### config.mk
export PLATFORM = sky130hd
export DESIGN_NAME = iox_top
export DESIGN_NICKNAME = d
export VERILOG_FILES = /design/src/design/iox_sync.v /design/src/design/iox_irq.v /design/src/design/iox_top.v
export VERILOG_INCLUDE_DIRS = /design/src /design/src/design
export SDC_FILE = /design/constraint.sdc
export NUM_CORES = 1
export LEC_CHECK = 0
export BUFFER_PORTS_ARGS = -buffer_cell sky130_fd_sc_hd__clkbuf_2
export CORE_MARGIN = 5
export CORE_UTILIZATION = 57
export CTS_CLUSTER_SIZE = 8
export DETAILED_ROUTE_END_ITERATION = 6
export GPL_TIMING_DRIVEN = 0
export PLACE_DENSITY = 0.82
export SYNTH_ARGS = -nofsm -noshare
export SYNTH_HDL_FRONTEND = slang
export SYNTH_SLANG_ARGS = --single-unit
### constraint.sdc
create_clock -name clock_i -period 2.7 [get_ports clock_i]
set_input_delay 0.135 -clock clock_i [delete_from_list [all_inputs] [get_ports clock_i]]
set_output_delay 0.135 -clock clock_i [all_outputs]
set_load 0.02 [all_outputs]
### src/design/iox_consts.vh
// Constants for the sixteen-line serial port expander.
// Assumes a 20 MHz system clock sampling the serial lines.
`ifndef IOX_CONSTS_VH
`define IOX_CONSTS_VH
// Fixed upper four bits of the slave address
`define IOX_ADDR_FIXED 4'h4
// Port value after reset: all lines high
`define IOX_PORT_RESET 16'hFFFF
// Bits in a byte
`define IOX_BYTE_BITS 4'h8
// Interrupt valid delay in ns, and in cycles of the 50 ns clock
`define IOX_IRQ_VALID_NS 4000
`define IOX_CLK_NS 50
`define IOX_IRQ_VALID_CYC (`IOX_IRQ_VALID_NS / `IOX_CLK_NS)
`endif

### src/design/iox_sync.v
// Two-stage synchroniser for a group of asynchronous inputs.
// Assumes the inputs come from pins outside the clock domain.
`timescale 1ns/1ps
module iox_sync #(
    parameter W = 1,
    parameter [W-1:0] INIT = {W{1'b1}}
) (
    input wire clock_i,
    input wire srst_i,
    input wire [W-1:0] async_i,
    output wire [W-1:0] sync_o
);
    reg [W-1:0] meta_q;
    reg [W-1:0] sync_q;

    // First stage feeds only the second
    always @(posedge clock_i)
    begin
        if (srst_i)
        begin
            meta_q <= INIT;
            sync_q <= INIT;
        end
        else
        begin
            meta_q <= async_i;
            sync_q <= meta_q;
        end
    end

    assign sync_o = sync_q;
endmodule // iox_sync

### src/design/iox_irq.v
// Change detector driving the active-low interrupt.
// Assumes synchronised port levels and a refresh strobe that may stay high for five cycles.
`timescale 1ns/1ps
`include "iox_consts.vh"
module iox_irq (
    input wire clock_i,
    input wire srst_i,
    input wire [15:0] port_lvl_i,
    input wire refresh_i,
    output wire irq_n_o
);
    reg [15:0] snap_q;
    reg [7:0] cnt_q;
    reg irq_n_q;
    wire diff;

    assign diff = |(snap_q ^ port_lvl_i);

    // Snapshot refreshed on each refresh_i pulse; mismatch raises interrupt after delay
    always @(posedge clock_i)
    begin
        if (srst_i)
        begin
            snap_q <= `IOX_PORT_RESET;
            cnt_q <= 8'h00;
            irq_n_q <= 1'b1;
        end
        else if (refresh_i)
        begin
            snap_q <= port_lvl_i;
            cnt_q <= 8'h00;
            irq_n_q <= 1'b1;
        end
        else if (!diff)
        begin
            cnt_q <= 8'h00;
            irq_n_q <= 1'b1;
        end
        else if (cnt_q >= `IOX_IRQ_VALID_CYC - 2)
            irq_n_q <= 1'b0;
        else
            cnt_q <= cnt_q + 8'h01;
    end

    assign irq_n_o = irq_n_q;
endmodule // iox_irq

### src/design/iox_top.v
// Serial-bus slave driving sixteen quasi-bidirectional port lines.
// Assumes scl/sda are pins sampled by a 20 MHz clock; open-drain outputs
// are resolved outside, enable high meaning the line is pulled low.
`timescale 1ns/1ps
`include "iox_consts.vh"
module iox_top (
    input wire clock_i,
    input wire srst_i,
    input wire scl_i,
    input wire sda_i,
    output reg sda_oe_o,
    input wire addr_select_bit0_i,
    input wire addr_select_bit1_i,
    input wire addr_select_bit2_i,
    input wire [7:0] low_port_byte_i,
    input wire [7:0] high_port_byte_i,
    output reg [7:0] low_port_byte_o,
    output reg [7:0] high_port_byte_o,
    output reg [15:0] port_low_oe_o,
    output reg [15:0] strong_pullup_boost_o,
    output wire irq_n_o
);
    localparam ST_IDLE = 3'h0;
    localparam ST_ADDR = 3'h1;
    localparam ST_WRITE = 3'h2;
    localparam ST_READ = 3'h3;
    localparam ST_RACK = 3'h4;
    localparam ST_IGNORE = 3'h5;

    wire scl_s;
    wire sda_s;
    wire [2:0] sel_s;
    wire [15:0] port_s;
    wire irq_n;
    reg scl_q;
    reg sda_q;
    reg [2:0] state_q;
    reg [3:0] bit_q;
    reg [7:0] shift_q;
    reg ack_q;
    reg half_q;
    reg [7:0] low_hold_q;
    reg [15:0] tx_q;
    reg [15:0] out_q;
    reg refresh_q;
    reg [3:0] settle_q;
    wire refresh_w;
    wire scl_rise;
    wire scl_fall;
    wire start_c;
    wire stop_c;
    wire [7:0] byte_in;

    // Pin synchronisers
    iox_sync #(.W(2), .INIT(2'h3)) u_bus_sync (
        .clock_i(clock_i),
        .srst_i(srst_i),
        .async_i({scl_i, sda_i}),
        .sync_o({scl_s, sda_s})
    );

    iox_sync #(.W(19), .INIT(19'h7FFFF)) u_pin_sync (
        .clock_i(clock_i),
        .srst_i(srst_i),
        .async_i({addr_select_bit2_i, addr_select_bit1_i, addr_select_bit0_i,
            high_port_byte_i, low_port_byte_i}),
        .sync_o({sel_s, port_s})
    );

    // Change detector
    iox_irq u_irq (
        .clock_i(clock_i),
        .srst_i(srst_i),
        .port_lvl_i(port_s),
        .refresh_i(refresh_w),
        .irq_n_o(irq_n)
    );

    assign irq_n_o = irq_n;

    // Refresh stretched until new port levels have crossed the synchroniser.
    // Without it a write would see its own output change as an input edge
    // and raise the interrupt some cycles later.
    always @(posedge clock_i)
    begin
        if (srst_i)
            settle_q <= 4'h0;
        else
            settle_q <= {settle_q[2:0], refresh_q};
    end

    // Snapshot follows the pins for the whole settling window
    assign refresh_w = refresh_q | (|settle_q);

    // Bus event detection
    assign scl_rise = scl_s & ~scl_q;
    assign scl_fall = ~scl_s & scl_q;
    assign start_c = scl_s & scl_q & sda_q & ~sda_s;
    assign stop_c = scl_s & scl_q & ~sda_q & sda_s;
    assign byte_in = {shift_q[6:0], sda_s};

    // Address match check
    function addr_hit;
        input [7:0] b;
        input [2:0] sel;
        begin
            addr_hit = (b[7:4] == `IOX_ADDR_FIXED) && (b[3:1] == sel);
        end
    endfunction

    // Index of the read bit that goes out after k bits of the byte.
    // Low byte uses bits 7..0 of the sample, high byte bits 15..8.
    function [3:0] tx_index;
        input hi;
        input [3:0] k;
        begin
            tx_index = {hi, ~k[2:0]}; // MSB first within each byte
        end
    endfunction

    // Delayed copies for edge finding
    always @(posedge clock_i)
    begin
        if (srst_i)
        begin
            scl_q <= 1'b1;
            sda_q <= 1'b1;
        end
        else
        begin
            scl_q <= scl_s;
            sda_q <= sda_s;
        end
    end

    // Serial protocol engine
    always @(posedge clock_i)
    begin
        if (srst_i)
        begin
            state_q <= ST_IDLE;
            bit_q <= 4'h0;
            shift_q <= 8'h00;
            ack_q <= 1'b0;
            half_q <= 1'b0;
            low_hold_q <= 8'h00;
            tx_q <= 16'h0000;
            out_q <= `IOX_PORT_RESET;
            sda_oe_o <= 1'b0;
            refresh_q <= 1'b0;
        end
        else
        begin
            refresh_q <= 1'b0;
            if (start_c)
            begin
                state_q <= ST_ADDR;
                bit_q <= 4'h0;
                ack_q <= 1'b0;
                sda_oe_o <= 1'b0;
            end
            else if (stop_c)
            begin
                state_q <= ST_IDLE;
                sda_oe_o <= 1'b0;
            end
            else if (scl_rise && !ack_q && bit_q < `IOX_BYTE_BITS)
            begin
                shift_q <= byte_in;
                bit_q <= bit_q + 4'h1;
            end
            else if (scl_rise && ack_q && state_q == ST_READ)
            begin
                // Master answer to a transmitted byte
                if (sda_s)
                    state_q <= ST_IGNORE;
                else
                    state_q <= ST_RACK;
            end
            else if (scl_fall)
            begin
                if (ack_q)
                begin
                    // End of acknowledge slot
                    ack_q <= 1'b0;
                    bit_q <= 4'h0;
                    sda_oe_o <= 1'b0;
                    if (state_q == ST_RACK)
                        state_q <= ST_READ;
                    if (state_q == ST_RACK || state_q == ST_READ)
                    begin
                        // Next read byte on the line
                        if (half_q)
                            sda_oe_o <= ~tx_q[15];
                        else
                        begin
                            tx_q <= {port_s[15:8], port_s[7:0]};
                            sda_oe_o <= ~port_s[7];
                        end
                    end
                    if (state_q == ST_IGNORE)
                        sda_oe_o <= 1'b0;
                end
                else if (bit_q == `IOX_BYTE_BITS)
                begin
                    // Eighth bit done: open acknowledge slot
                    ack_q <= 1'b1;
                    sda_oe_o <= 1'b0;
                    case (state_q)
                        ST_ADDR:
                        begin
                            if (addr_hit(shift_q, sel_s))
                            begin
                                sda_oe_o <= 1'b1;
                                half_q <= 1'b0;
                                refresh_q <= shift_q[0];
                                state_q <= shift_q[0] ? ST_RACK : ST_WRITE;
                            end
                            else
                                state_q <= ST_IGNORE;
                        end
                        ST_WRITE:
                        begin
                            sda_oe_o <= 1'b1;
                            half_q <= ~half_q;
                            if (!half_q)
                                low_hold_q <= shift_q;
                            else
                            begin
                                out_q <= {shift_q, low_hold_q};
                                refresh_q <= 1'b1;
                            end
                        end
                        ST_READ:
                        begin
                            half_q <= ~half_q;
                            if (half_q)
                                refresh_q <= 1'b1;
                        end
                        default:
                            state_q <= ST_IGNORE;
                    endcase
                end
                else if (state_q == ST_READ && bit_q != 4'h0)
                begin
                    // Shift out next bit, low byte then high byte
                    sda_oe_o <= ~tx_q[tx_index(half_q, bit_q)];
                end
            end
        end
    end

    // Port drivers and transient pull-up
    genvar gi;
    generate
        for (gi = 0; gi < 16; gi = gi + 1)
        begin : g_port
            always @(posedge clock_i)
            begin
                if (srst_i)
                begin
                    port_low_oe_o[gi] <= 1'b0;
                    strong_pullup_boost_o[gi] <= 1'b0;
                end
                else
                begin
                    port_low_oe_o[gi] <= ~out_q[gi];
                    if (scl_fall)
                        strong_pullup_boost_o[gi] <= 1'b0;
                    else if (state_q == ST_WRITE && scl_fall == 1'b0 && ack_q && half_q == 1'b0
                        && out_q[gi] && port_low_oe_o[gi])
                        strong_pullup_boost_o[gi] <= 1'b1;
                end
            end
        end
    endgenerate

    // Latched port value as written (out_q), not the pin levels
    always @(posedge clock_i)
    begin
        if (srst_i)
        begin
            low_port_byte_o <= 8'hFF;
            high_port_byte_o <= 8'hFF;
        end
        else
        begin
            low_port_byte_o <= out_q[7:0];
            high_port_byte_o <= out_q[15:8];
        end
    end
endmodule // iox_top

# ---- Word-level counts from Yosys, hierarchy flattened
# Index checks and enable logic that the tools add are counted.
dict set report classes {
  addsub 2
  order_cmp 3
  n_eq_ne 15
  n_mux 33
  n_bitwise 42
  reduce_logical 70
}
# op count
set ops {}
lappend ops {{$logic_and 1x1->1} 41}
lappend ops {{$not 1->1} 32}
lappend ops {{$reduce_and 9->1} 3}
lappend ops {{$mux 3} 7}
lappend ops {{$mux 1} 17}
lappend ops {{$mux 4} 4}
lappend ops {{$reduce_or 16->1} 1}
lappend ops {{$xor 16x16->16} 1}
lappend ops {{$reduce_and 4->1} 3}
lappend ops {{$ne 5x1->1 const B} 2}
lappend ops {{$reduce_and 5->1} 2}
lappend ops {{$add 8x1->8 const B} 1}
lappend ops {{$ge 8x7->1 const B} 1}
lappend ops {{$reduce_and 8->1} 1}
lappend ops {{$reduce_bool 2->1} 4}
lappend ops {{$reduce_bool 4->1} 2}
lappend ops {{$reduce_or 8->1} 1}
lappend ops {{$and 1x1->1} 7}
lappend ops {{$eq 3x2->1 const B} 2}
lappend ops {{$eq 3x3->1 const B} 2}
lappend ops {{$ne 3x1->1 const B} 2}
lappend ops {{$pmux 1 s2} 3}
lappend ops {{$pmux 3 s2} 1}
lappend ops {{$reduce_bool 3->1} 2}
lappend ops {{19 further kinds} 23}
dict set report word_totals {
  reg_bits 180
  input_bits 23
  output_inout_bits 50
  wordCells 220
}

# ---- Depth between registers and ports, before layout
# Gate-level depths: netlist (run 1).
dict set report depth {
  depth_word 11
  ltp_mapped 10
  mapped_depth_nobuf 7
}

# ---- Modules after synthesis
# Synthesis (run 1) repeated with hierarchy kept, for this count alone.
dict set report unflattened {
  hier_cells 652
  area_unflattened_um2 6543.8
}
# module n_inst cells_each area_each_um2 seq_area_each_um2
set by_module_without_submodules {}
lappend by_module_without_submodules {iox_top 1 443 4199.0 2262.2}
lappend by_module_without_submodules {iox_irq 1 121 1203.7 500.5}
lappend by_module_without_submodules {{iox_sync (u_pin_sync)} 1 80 1036.0 760.7}
lappend by_module_without_submodules {{iox_sync (u_bus_sync)} 1 8 105.1 80.1}

# ---- Least setup slack after synthesis (run 1)
# No wires, ideal clock.
dict set report synth_path {
  path_type {reg2reg}
  from {reg bit_q[0]}
  to {reg low_hold_q[0]}
  setup_time_ps 128
  arrival_time_ps 1952
  required_time_ps 2572
  setup_slack_ps 621
  path_stages_with_launch 9
  n_path_buf 1
  period_less_slack_ps 2079
  path_cell_list {dfxtp_1 -> buf_2 -> inv_1 -> ha_1 -> nand3b_4 -> or3_4 -> nor4_4 -> mux2i_1 -> nor2_1}
}
dict set report synth_via {
  elab_chain_len 4
  elab_cells_between_ends 5
  classes_between {order compare (1); eq/ne (1); bitwise (1); reduce/logical (2)}
}
# item line
set synth_rtl {}
lappend synth_rtl {{from (decl)} iox_top.v:38} ;# reg [3:0] bit_q;
lappend synth_rtl {{from (signal assigned)} iox_top.v:170} ;# bit_q <= bit_q + 4'h1;
lappend synth_rtl {{$lt 4x4->1 (no line)} --}
lappend synth_rtl {{$logic_and 1x1->1 (no line)} --}
lappend synth_rtl {{$not 1->1 (no line)} --}
lappend synth_rtl {{$reduce_and 9->1 (no line) (*)} --}
lappend synth_rtl {{to (signal assigned)} iox_top.v:227} ;# low_hold_q <= shift_q;
lappend synth_rtl {{to (decl)} iox_top.v:42} ;# reg [7:0] low_hold_q;
# Every way passes the cells marked *; elsewhere a longest branch is shown, timed or not.
# A chain may end at the register's enable or synchronous reset.

# ---- Worst setup path in the final report (run 1)
dict set report layout_path {
  from {reg bit_q[0]}
  to {reg low_hold_q[1]}
}
# The elaborated chain is that of the path after synthesis.

==> results by group, run 1 <==
Status
  – Status: completed

Placement
  – I/O Buffers: 71
  – Detail Placement HPWL: roughly 9400 microns
  – Placed Instances: 850
  – Final GP Congestion: between 0.8 and 0.9

Route
  – DR vias/cell: 5.28
  – WL final: 13500 microns
  – Post-route ant nets: 0
  – Drt first-iter violations: ~410
  – DRT Pass-1 Iters: 6
  – Routed length per placed instance: 14.9 microns
  – Residual DRC: 0
  – Total number of vias: roughly 4800

Yosys
  – Ys flop type: dfxtp_1
  – Synth cell types: 53
  – Post-synth EDFFs: 0
  – Number of synthesized register bits: 180
  – Syn_area_per_cell: ~10 sq um
  – Seq/Total Area, Yosys: a little under three fifths
  – Cells after Synth: 639
  – Area of the mapped netlist: 6390 sq um
  – Yosys Warn Count: 0
  – Post-Syn Nets: about 670
  – Asr flop ratio synth: 0%

Flow run
  – Max_cap viols: 0

Timing
  – Slew Viols, Final: 0
  – Setup TNS: 0 ps
  – Period utilisation layout: 88.1%
  – Worst slew pin tran: 707 ps
  – Fin crit period: 2380 ps
  – Worst slew margin: between 50% and 60%
  – Final hold violation count: 0
  – Setup Viol. Count Final: 0
  – Fmax: 420 MHz
  – Hold_ws: about 320 ps
  – RSZ-0062 raised after global routing: false
  – Clock skew: 8.32 ps

Global route
  – Largest net degree at the start of global routing: 17
  – Overflow after GRT: 0
  – Total GRT Usage: a little over a fifth
  – Vias in the first global route: roughly 4700
  – Initial antenna violation count: 0
  – First-pass GRT wire length: approximately 22000 microns

Floorplanning
  – Die X: 116 microns
  – Die height: between 100 and 150 microns
  – Number of top-level pins: 73
  – CORE AREA: 10900 sq um
  – Die area: approximately 13000 sq um
  – Initial Utilization: roughly 59%
  – FP Rows: 38

Pwr
  – PD cells: a little under 700 nW/um^2
  – Design Power: about 5300 uW
  – Worst VDD drop: a little under 0.0006 V
  – P_leak: around 0.0032 uW

Worst setup path
  – R2R depth: 8
  – R2R setup slack: between 300 and 400 ps
  – Crit path launch type: flip-flop
  – CP cell instances: buf_2, inv_1, ha_1, nand3b_4, or3_4, nor4_4, mux2i_1, nor2_1
  – Crit path max fanout: 10
  – Worst R2R End: low_hold_q[1]
  – Crit path capture type: flip-flop
  – Crit Reg-Reg Startpoint: bit_q[0]
  – CP delay by family, top: simple AND/OR/NAND/NOR gates
  – Critical Path AT: approximately 2800 ps
  – CP bufs+invs: 2
  – Setup CP Type: flip-flop to flip-flop
  – Max stage delay on crit path: between 500 and 600 ps
  – Critical Path Source: bit_q[0]
  – Worst Path Required: ~3100 ps
  – Slowest CP cell: nor4_4

Layout
  – Non-Filler Instances: approximately 900
  – Nets@finish: just under 800
  – Most common cell after layout, fill and taps aside: dfxtp_1
  – # diodes: 0
  – Layout area overhead: 20.8%
  – Most frequent cells in the layout: dfxtp_1, nor2_1, clkbuf_2
  – Fill cell count: about 760
  – Fraction of layout cells with a size suffix above 1: a little over a fifth

Hold path
  – Hold path cells: 3
  – Min-Delay Endpoint: u_pin_sync.meta_q[2]
  – Worst hold start: low_port_byte_i[2]
  – Min-delay worst type: input pin to flip-flop

Clocking
  – Root Driver: clkbuf_8
  – Sink Count: between 150 and 200
  – CTS max path bufs: 2
  – H-Tree Depth: 4
  – Clk_lat worst skew: around 530 ps
  – CTS clock-pin slew for the worst setup and hold paths: 70 ps
  – Total CTS buffers: 17
  – CTS tree: done
## layout make-up
cell class	instances	area [sq um]	share of cell area (%)
inverter	22	82.6	1.07
tap	140	175	2.27
multi-input combinational	402	2550	33.1
buffer	35	148	1.91
timing repair buffer	92	566	7.33
clock buffer	17	414	5.37
clock inverter	14	176	2.29
sequential	180	3600	46.7
## synthesized netlist by cell type, types with 2 or more instances
| library cell | number | share of area, % |
|---|---|---|
| mux4_1 | 2 | 0.82 |
| nand4_1 | 3 | 0.29 |
| nand2_1 | 56 | 3.3 |
| a31oi_1 | 18 | 1.8 |
| xnor2_1 | 6 | 0.82 |
| nor3b_1 | 2 | 0.24 |
| xor2_1 | 20 | 2.7 |
| or3b_2 | 2 | 0.27 |
| a211o_1 | 19 | 2.6 |
| inv_1 | 22 | 1.3 |
| a41oi_1 | 2 | 0.27 |
| nor2b_1 | 23 | 2.3 |
| nor3_1 | 4 | 0.31 |
| clkbuf_1 | 25 | 1.5 |
| mux2i_1 | 30 | 4.7 |
| or4_1 | 2 | 0.24 |
| nor4_1 | 6 | 0.59 |
| a22oi_1 | 2 | 0.24 |
| nor4b_1 | 2 | 0.27 |
| dfxtp_1 | 180 | 56 |
| buf_1 | 2 | 0.12 |
| and4b_1 | 2 | 0.31 |
| nand3_1 | 4 | 0.31 |
| and2_1 | 2 | 0.20 |
| nor2_1 | 81 | 4.8 |
| a211oi_1 | 2 | 0.24 |
| o21ai_0 | 3 | 0.24 |
| ha_1 | 4 | 0.78 |
| o22ai_1 | 2 | 0.20 |
| nand2b_1 | 4 | 0.39 |
| a21oi_1 | 15 | 1.2 |
| nand3b_1 | 18 | 2.1 |
| or2_2 | 48 | 4.7 |
| buf_2 | 7 | 0.55 |
## sequential cells by signal, indices dropped and copies added, names as in the netlist, 16 cells and up
register and cells:
port_low_oe_o 16, u_irq.snap_q 16, u_pin_sync.sync_o 19, tx_q 16, strong_pullup_boost_o 16, u_pin_sync.meta_q 19
out_q 16
## worst register-to-register path, cell delays in order (launching register included)
cell and delay [ps]:
dfxtp_1 310, buf_2 210, inv_1 90, ha_1 200
nand3b_4 130, or3_4 420, nor4_4 550, mux2i_1 280
nor2_1 60
## metrics by stage
step	utilization [%]	worst slack (ps)	instance area, sq um
detailed placement	63.5	394	6920
finish	70.9	321	7720
global route	70.9	147	7720
floorplan	-	621	6390
CTS	70.9	323	7720
global placement	63.5	432	6920
## worst max path at each step
| stage | to | depth (start not counted) |
|---|---|---|
| 6_report | low_hold_q[1] | 8 |
| 3_3_place_gp | low_hold_q[2] | 8 |
| 3_5_place_dp | low_hold_q[2] | 8 |
| 4_1_cts | low_hold_q[1] | 8 |
| 5_1_grt | out_q[10] | 9 |
| 2_1_floorplan | low_hold_q[0] | 8 |
## layer usage
layer,global-route usage [%],share of wire (%),vias up
li1,-,-,2368
met1,26.8,45,2234
met2,35.6,49,154
met3,5.17,5.9,11
met4,7.12,0.90,0
met5,0,0,-
## power breakdown
group / leakage [uW] / total [uW] / internal, uW / switching, uW
Clock: 0.000291 / 2440 / 1420 / 1020
Sequential: 0.00146 / 2720 / 2690 / 26.3
Combinational: 0.00144 / 175 / 86.9 / 88.1
## cell families (layout without fill, tap and decap cells)
group | count (synthesis) | in the layout | share of synthesized area, %
DFF | 180 | 180 | 56.4
xor gates and xnor gates | 26 | 26 | 3.57
buffers and inverters | 57 | 180 | 3.61
muxes | 32 | 32 | 5.53
AOI/OAI and AO/OA | 73 | 73 | 8.07
and+or+nand+nor | 267 | 267 | 22.0
adders and majority gates | 4 | 4 | 0.784
## what timing repair did
action	in CTS	in global routing
resized for setup	0	0
hold endpoints to repair	21	0
buffers inserted	0	0
hold buffers	21	0
(Power assumes the default switching activity.)
==> run 2, diff against run 1 <==
Settings changed: CORE_UTILIZATION 57 to 45, PLACE_DENSITY 0.82 to 0.68, RECOVER_POWER from default to 25.
==> run 2 against run 1 <==
Non-clock buffer count unchanged. Highest routed layer unchanged. Fmax rose by 1.6%. Critical path type unchanged. Sequential power about the same. Largest power group unchanged.
==> results by group, run 2 (same netlist as run 1, synthesis figures left out) <==
Worst setup path
  – Setup CP Type: flip-flop to flip-flop
  – Worst Path Required: 3010 ps (-90 ps)
  – Crit path launch type: flip-flop
  – Crit path max fanout: 10 (unchanged)
  – Critical Path AT: 2650 ps (-130 ps)
  – Crit path capture type: flip-flop

Floorplanning
  – Die height: 129 microns (+11%)
  – FP Rows: 43 (+13%)
  – Die area: 16700 sq um (+24%)
  – Initial Utilization: 46.0% (-13 points)
  – Die X: 129 microns (+11%)
  – CORE AREA: 13900 sq um (+27%)
  – Number of top-level pins: 73 (unchanged)

Clocking
  – Clk_lat worst skew: 430 ps (-100 ps)
  – Sink Count: 180 (unchanged)
  – CTS tree: done
  – Root Driver: clkbuf_16
  – CTS max path bufs: 2 (unchanged)
  – Total CTS buffers: 17 (unchanged)
  – H-Tree Depth: 4 (unchanged)
  – CTS clock-pin slew for the worst setup and hold paths: 60 ps (about the same)
  – Post-CTS setup buffers: 0 (unchanged)

Pwr
  – PD cells: 676 nW/um^2 (-2.2%)
  – Worst VDD drop: 0.000425 V (-27%)
  – P_leak: 0.00317 uW (-0.83%)

Timing
  – Fin crit period: 2340 ps (-38.4 ps)
  – Setup TNS: 0 ps (unchanged)
  – Final hold violation count: 0 (unchanged)
  – Setup Viol. Count Final: 0 (unchanged)
  – Slew Viols, Final: 0 (unchanged)
  – Period utilisation layout: 86.7% (-1.4 points)
  – Worst slew margin: 56.4% (+3.9 points)
  – Fmax: 427 MHz (+1.6%)
  – Worst slew pin tran: 648 ps (-58.4 ps)
  – RSZ-0062 raised after global routing: false
  – Fin worst setup slack: 360 ps (+38.4 ps)
  – Clock skew: 5.55 ps (-2.77 ps)

Route
  – Routed length per placed instance: 14.0 microns (-6.5%)
  – Residual DRC: 0 (unchanged)
  – WL final: 13200 microns (-2.4%)
  – Drt first-iter violations: 273 (-33%)
  – DR vias/cell: 5.02 (-5.1%)
  – Total number of vias: 4725 (-0.88%)
  – DRT Pass-1 Iters: 5 (-1)
  – Post-route ant nets: 0 (unchanged)

Placement
  – I/O Buffers: 71 (unchanged)
  – Detail Placement HPWL: 9750 microns (+3.8%)
  – Pre-CTS WS: 388 ps (-5.76 ps)
  – Final GP Congestion: 0.873 (+3.0%)

Global route
  – Initial antenna violation count: 0 (unchanged)
  – Overflow after GRT: 0 (unchanged)
  – Largest net degree at the start of global routing: 17 (unchanged)
  – Total GRT Usage: 16.9% (-4.3 points)
  – First-pass GRT wire length: 22300 microns (-0.28%)
  – Vias in the first global route: 4667 (-0.98%)

Status
  – Status: completed

Layout
  – Fill cell count: 1207 (+58%)
  – Multi-input logic area: 2550 sq um (unchanged)
  – # diodes: 0 (unchanged)
  – Fraction of layout cells with a size suffix above 1: 20.9% (-0.66 points)
  – Nets@finish: 777 (unchanged)
  – Most frequent cells in the layout: dfxtp_1, nor2_1, clkbuf_2
  – Layout area overhead: 21.1%
  – Most common cell after layout, fill and taps aside: dfxtp_1
  – FF/Latch Area: 3600 sq um (unchanged)

Flow run
  – Max_cap viols: 0 (unchanged)

Hold path
  – Min-delay worst type: flip-flop to flip-flop
==> run 2: cell count changes in the layout (fill, tap and decap cells not counted) <==
cell / change
clkbuf_1: +5
inv_6: -1
clkbuf_16: +1
clkbuf_2: -5
clkinvlp_4: +1
bufinv_16: -2
inv_8: +1
==> run 2: path summary, 6_finish.rpt <==
path	startpoint	to	slack [ps]	depth (start not counted)
max	bit_q[0]	out_q[12]	360	9
max reg2reg	bit_q[0]	out_q[12]	360	9
min reg2reg	u_pin_sync.meta_q[17]	u_pin_sync.sync_o[17]	410	1
min	u_pin_sync.meta_q[17]	u_pin_sync.sync_o[17]	410	1
==> run 2: worst max-delay path, stage by stage, from the launching register on <==
cell and delay (ps):
dfxtp_1 310, buf_2 200, inv_1 80, ha_1 220, nand3b_4 130, nor3_1 350
nand3_1 370, clkbuf_1 320, nand2_1 140, nand3b_1 90
==> run 2: repair_timing <==
action | in CTS | in global routing
gates resized for setup | 0 | 0
hold buffers | 21 | 0
endpoints found under the hold margin | 21 | 0
==> run 2: power by group <==
part	total, uW	internal [uW]	switching (uW)	leakage (uW)
Clock	2340	1310	1030	0.000277
Sequential	2720	2690	24.6	0.00146
Combinational	176	86.7	89.0	0.00143
Total	5230	4080	1150	0.00317
==> run 2: routing by layer <==
metal	global-route usage [%]	part of all wire (%)	vias up
li1	-	-	2377
met1	20.9	46	2215
met2	27.7	46	113
met3	4.99	6.3	20
met4	6.79	1.9	0
met5	0	0	-
==> run 2: final cells by class <==
type	instances	area share, %
tap	180	2.91
sequential	180	46.6
clock buffer	18	5.68
buffer	35	1.91
clock inverter	13	1.63
multi-input combinational	402	33.0
timing repair buffer	92	7.23
inverter	22	1.07
==> run 2: per-stage QoR <==
step	area (sq um)	utilization, %	instances	hold slack [ps]	total power [uW]
3_3_place_gp	6970	50.2	890	317	2920
5_1_grt	7740	55.7	942	414	5440
2_1_floorplan	6390	-	639	239	2870
6_report	7740	55.7	942	407	5230
3_5_place_dp	6970	50.2	890	320	2930
4_1_cts	7740	55.8	942	400	5280
==> run 3, diff against run 2 <==
Settings changed: CORE_ASPECT_RATIO from default to 1.75, HOLD_SLACK_MARGIN from default to 0.08, PLACE_DENSITY 0.68 to default.
==> run 3 against run 2 <==
Sequential share of layout area down 0.66 points. Via count down 1.9%. Combinational power rose by 2%. Largest cell class unchanged. Critical path type unchanged. Utilization grew 0.70 points. Final area grew 1.4%. Setup slack got worse by 40 ps.
==> results by group, run 3 (same netlist as run 1, synthesis figures left out) <==
Timing
  – Clock skew: 9.53 ps (+3.98 ps)
  – Worst slew margin: 51.4% (-5.0 points)
  – Setup Viol. Count Final: 0 (unchanged)
  – Slew Viols, Final: 0 (unchanged)
  – Fmax: 420 MHz (-1.7%)
  – Period utilisation layout: 88.1% (+1.5 points)
  – Worst slew pin tran: 723 ps (+74.6 ps)
  – RSZ-0062 raised after global routing: false
  – Fin crit period: 2380 ps (+39.7 ps)
  – Setup TNS: 0 ps (unchanged)
  – Final hold violation count: 0 (unchanged)

Pwr
  – Worst VDD drop: 0.000430 V (+1.1%)
  – P_leak: 0.00323 uW (+1.8%)
  – PD cells: 724 nW/um^2 (+7.0%)

Layout
  – Fill cell count: 1263 (+4.6%)
  – # diodes: 0 (unchanged)
  – Layout area overhead: 22.9%
  – Fraction of layout cells with a size suffix above 1: 21.0% (+0.10 points)
  – Most common cell after layout, fill and taps aside: dfxtp_1
  – FF/Latch Area: 3600 sq um (unchanged)
  – Fin util: 56.4% (+0.70 points)
  – Most frequent cells in the layout: dfxtp_1, nor2_1, clkbuf_2
  – Multi-input logic area: 2550 sq um (unchanged)
  – Nets@finish: 777 (unchanged)

Worst setup path
  – Max stage delay on crit path: 560 ps (+190 ps)
  – CP delay by family, top: simple AND/OR/NAND/NOR gates
  – Crit path max fanout: 10 (unchanged)
  – Worst Path Required: 2990 ps (-20 ps)
  – Critical Path AT: 2670 ps (+20 ps)
  – Crit path capture type: flip-flop
  – Setup CP Type: flip-flop to flip-flop
  – Crit path launch type: flip-flop
  – CP bufs+invs: 2 (-1)
  – CP cell instances: buf_2, inv_1, ha_1, nand3b_4, or3_4, nor4_4, mux2i_1, nor2_1
  – Slowest CP cell: nor4_4

Floorplanning
  – Initial Utilization: 45.9% (-0.087 points)
  – Die X: 100 microns (-23%)
  – FP Rows: 57 (+33%)
  – CORE AREA: 13900 sq um (+0.19%)
  – Die height: 168 microns (+30%)
  – Number of top-level pins: 73 (unchanged)
  – Die area: 16800 sq um (+0.56%)

Global route
  – Initial antenna violation count: 0 (unchanged)
  – Met1 Track Usage GR: 16.7% (-4.1 points)
  – GRT met3 Usage: 3.21% (-1.8 points)
  – Most used routing layer: met2
  – Met2 Use GR: 32.7% (+5.0 points)
  – Vias in the first global route: 4631 (-0.77%)
  – Overflow after GRT: 0 (unchanged)
  – Largest net degree at the start of global routing: 18 (+1)
  – First-pass GRT wire length: 22600 microns (+1.2%)
  – Total GRT Usage: 17.1% (+0.24 points)

Clocking
  – H-Tree Depth: 4 (unchanged)
  – CTS tree: done
  – CTS clock-pin slew for the worst setup and hold paths: 60 ps (about the same)
  – Clk_lat worst skew: 420 ps (about the same)
  – CTS max path bufs: 2 (unchanged)
  – Post-CTS setup buffers: 0 (unchanged)
  – Sink Count: 180 (unchanged)
  – Total CTS buffers: 17 (unchanged)
  – Root Driver: clkbuf_16

Route
  – Drt first-iter violations: 126 (-54%)
  – DRT Pass-1 Iters: 4 (-1)
  – Residual DRC: 0 (unchanged)
  – Post-route ant nets: 0 (unchanged)
  – WL final: 13700 microns (+4.1%)
  – Total number of vias: 4635 (-1.9%)
  – DR vias/cell: 4.93 (-1.7%)
  – Routed length per placed instance: 14.6 microns (+4.3%)

Status
  – Status: completed

Placement
  – I/O Buffers: 71 (unchanged)
  – Detail Placement HPWL: 10200 microns (+4.2%)
  – Final GP Congestion: 0.900 (+3.1%)

Flow run
  – Max_cap viols: 0 (unchanged)

Hold path
  – Min-delay worst type: flip-flop to flip-flop
==> run 3: cell count changes in the layout (fill, tap and decap cells not counted), sizes merged <==
cell / delta
bufinv: +4
inv: +1
clkinv: -2
clkinvlp: -2
==> run 3: cell type report <==
cell class | count | share of cell area (%)
clock buffers | 18 | 5.60
clock inverters | 14 | 3.08
repair buffers | 92 | 7.13
plain buffers | 35 | 1.88
well taps | 177 | 2.82
inverters | 22 | 1.05
multi-input cells | 402 | 32.5
flip-flops and latches | 180 | 45.9
==> run 3: layer usage <==
layer / vias to the layer above / routed length [microns]
li1: 2364 / -
met1: 2143 / 4920
met2: 98 / 7610
met3: 30 / 567
met4: 0 / 592
met5: - / 0
==> run 3: final timing paths <==
check,start,to,slack [ps],cells after the start
hold reg to reg,u_pin_sync.meta_q[7],u_pin_sync.sync_o[7],410,1
setup / recovery,bit_q[0],low_hold_q[4],320,8
hold / removal,u_pin_sync.meta_q[7],u_pin_sync.sync_o[7],410,1
setup reg to reg,bit_q[0],low_hold_q[4],320,8
==> run 3: power breakdown <==
group	internal [uW]	total [uW]	switching, uW
registers	2690	2710	23.2
clock network	1700	2780	1080
logic	86.8	180	92.7
total	4480	5680	1200
==> run 3: per-stage QoR <==
stage / cell area (sq um) / setup slack (ps) / hold WS [ps] / total power (uW) / cells
2_1_floorplan: 6390 / 621 / 239 / 2870 / 639
4_1_cts: 7850 / 293 / 409 / 5740 / 940
3_5_place_dp: 6960 / 321 / 319 / 2940 / 887
6_report: 7850 / 320 / 408 / 5680 / 940
5_1_grt: 7850 / 165 / 422 / 5880 / 940
3_3_place_gp: 6960 / 370 / 319 / 2930 / 887
==> run 3: what timing repair did <==
action / CTS / global route
setup endpoints to repair: 0 / 0
endpoints found under the hold margin: 21 / 0
resized for setup: 0 / 0
hold buffers: 21 / 0
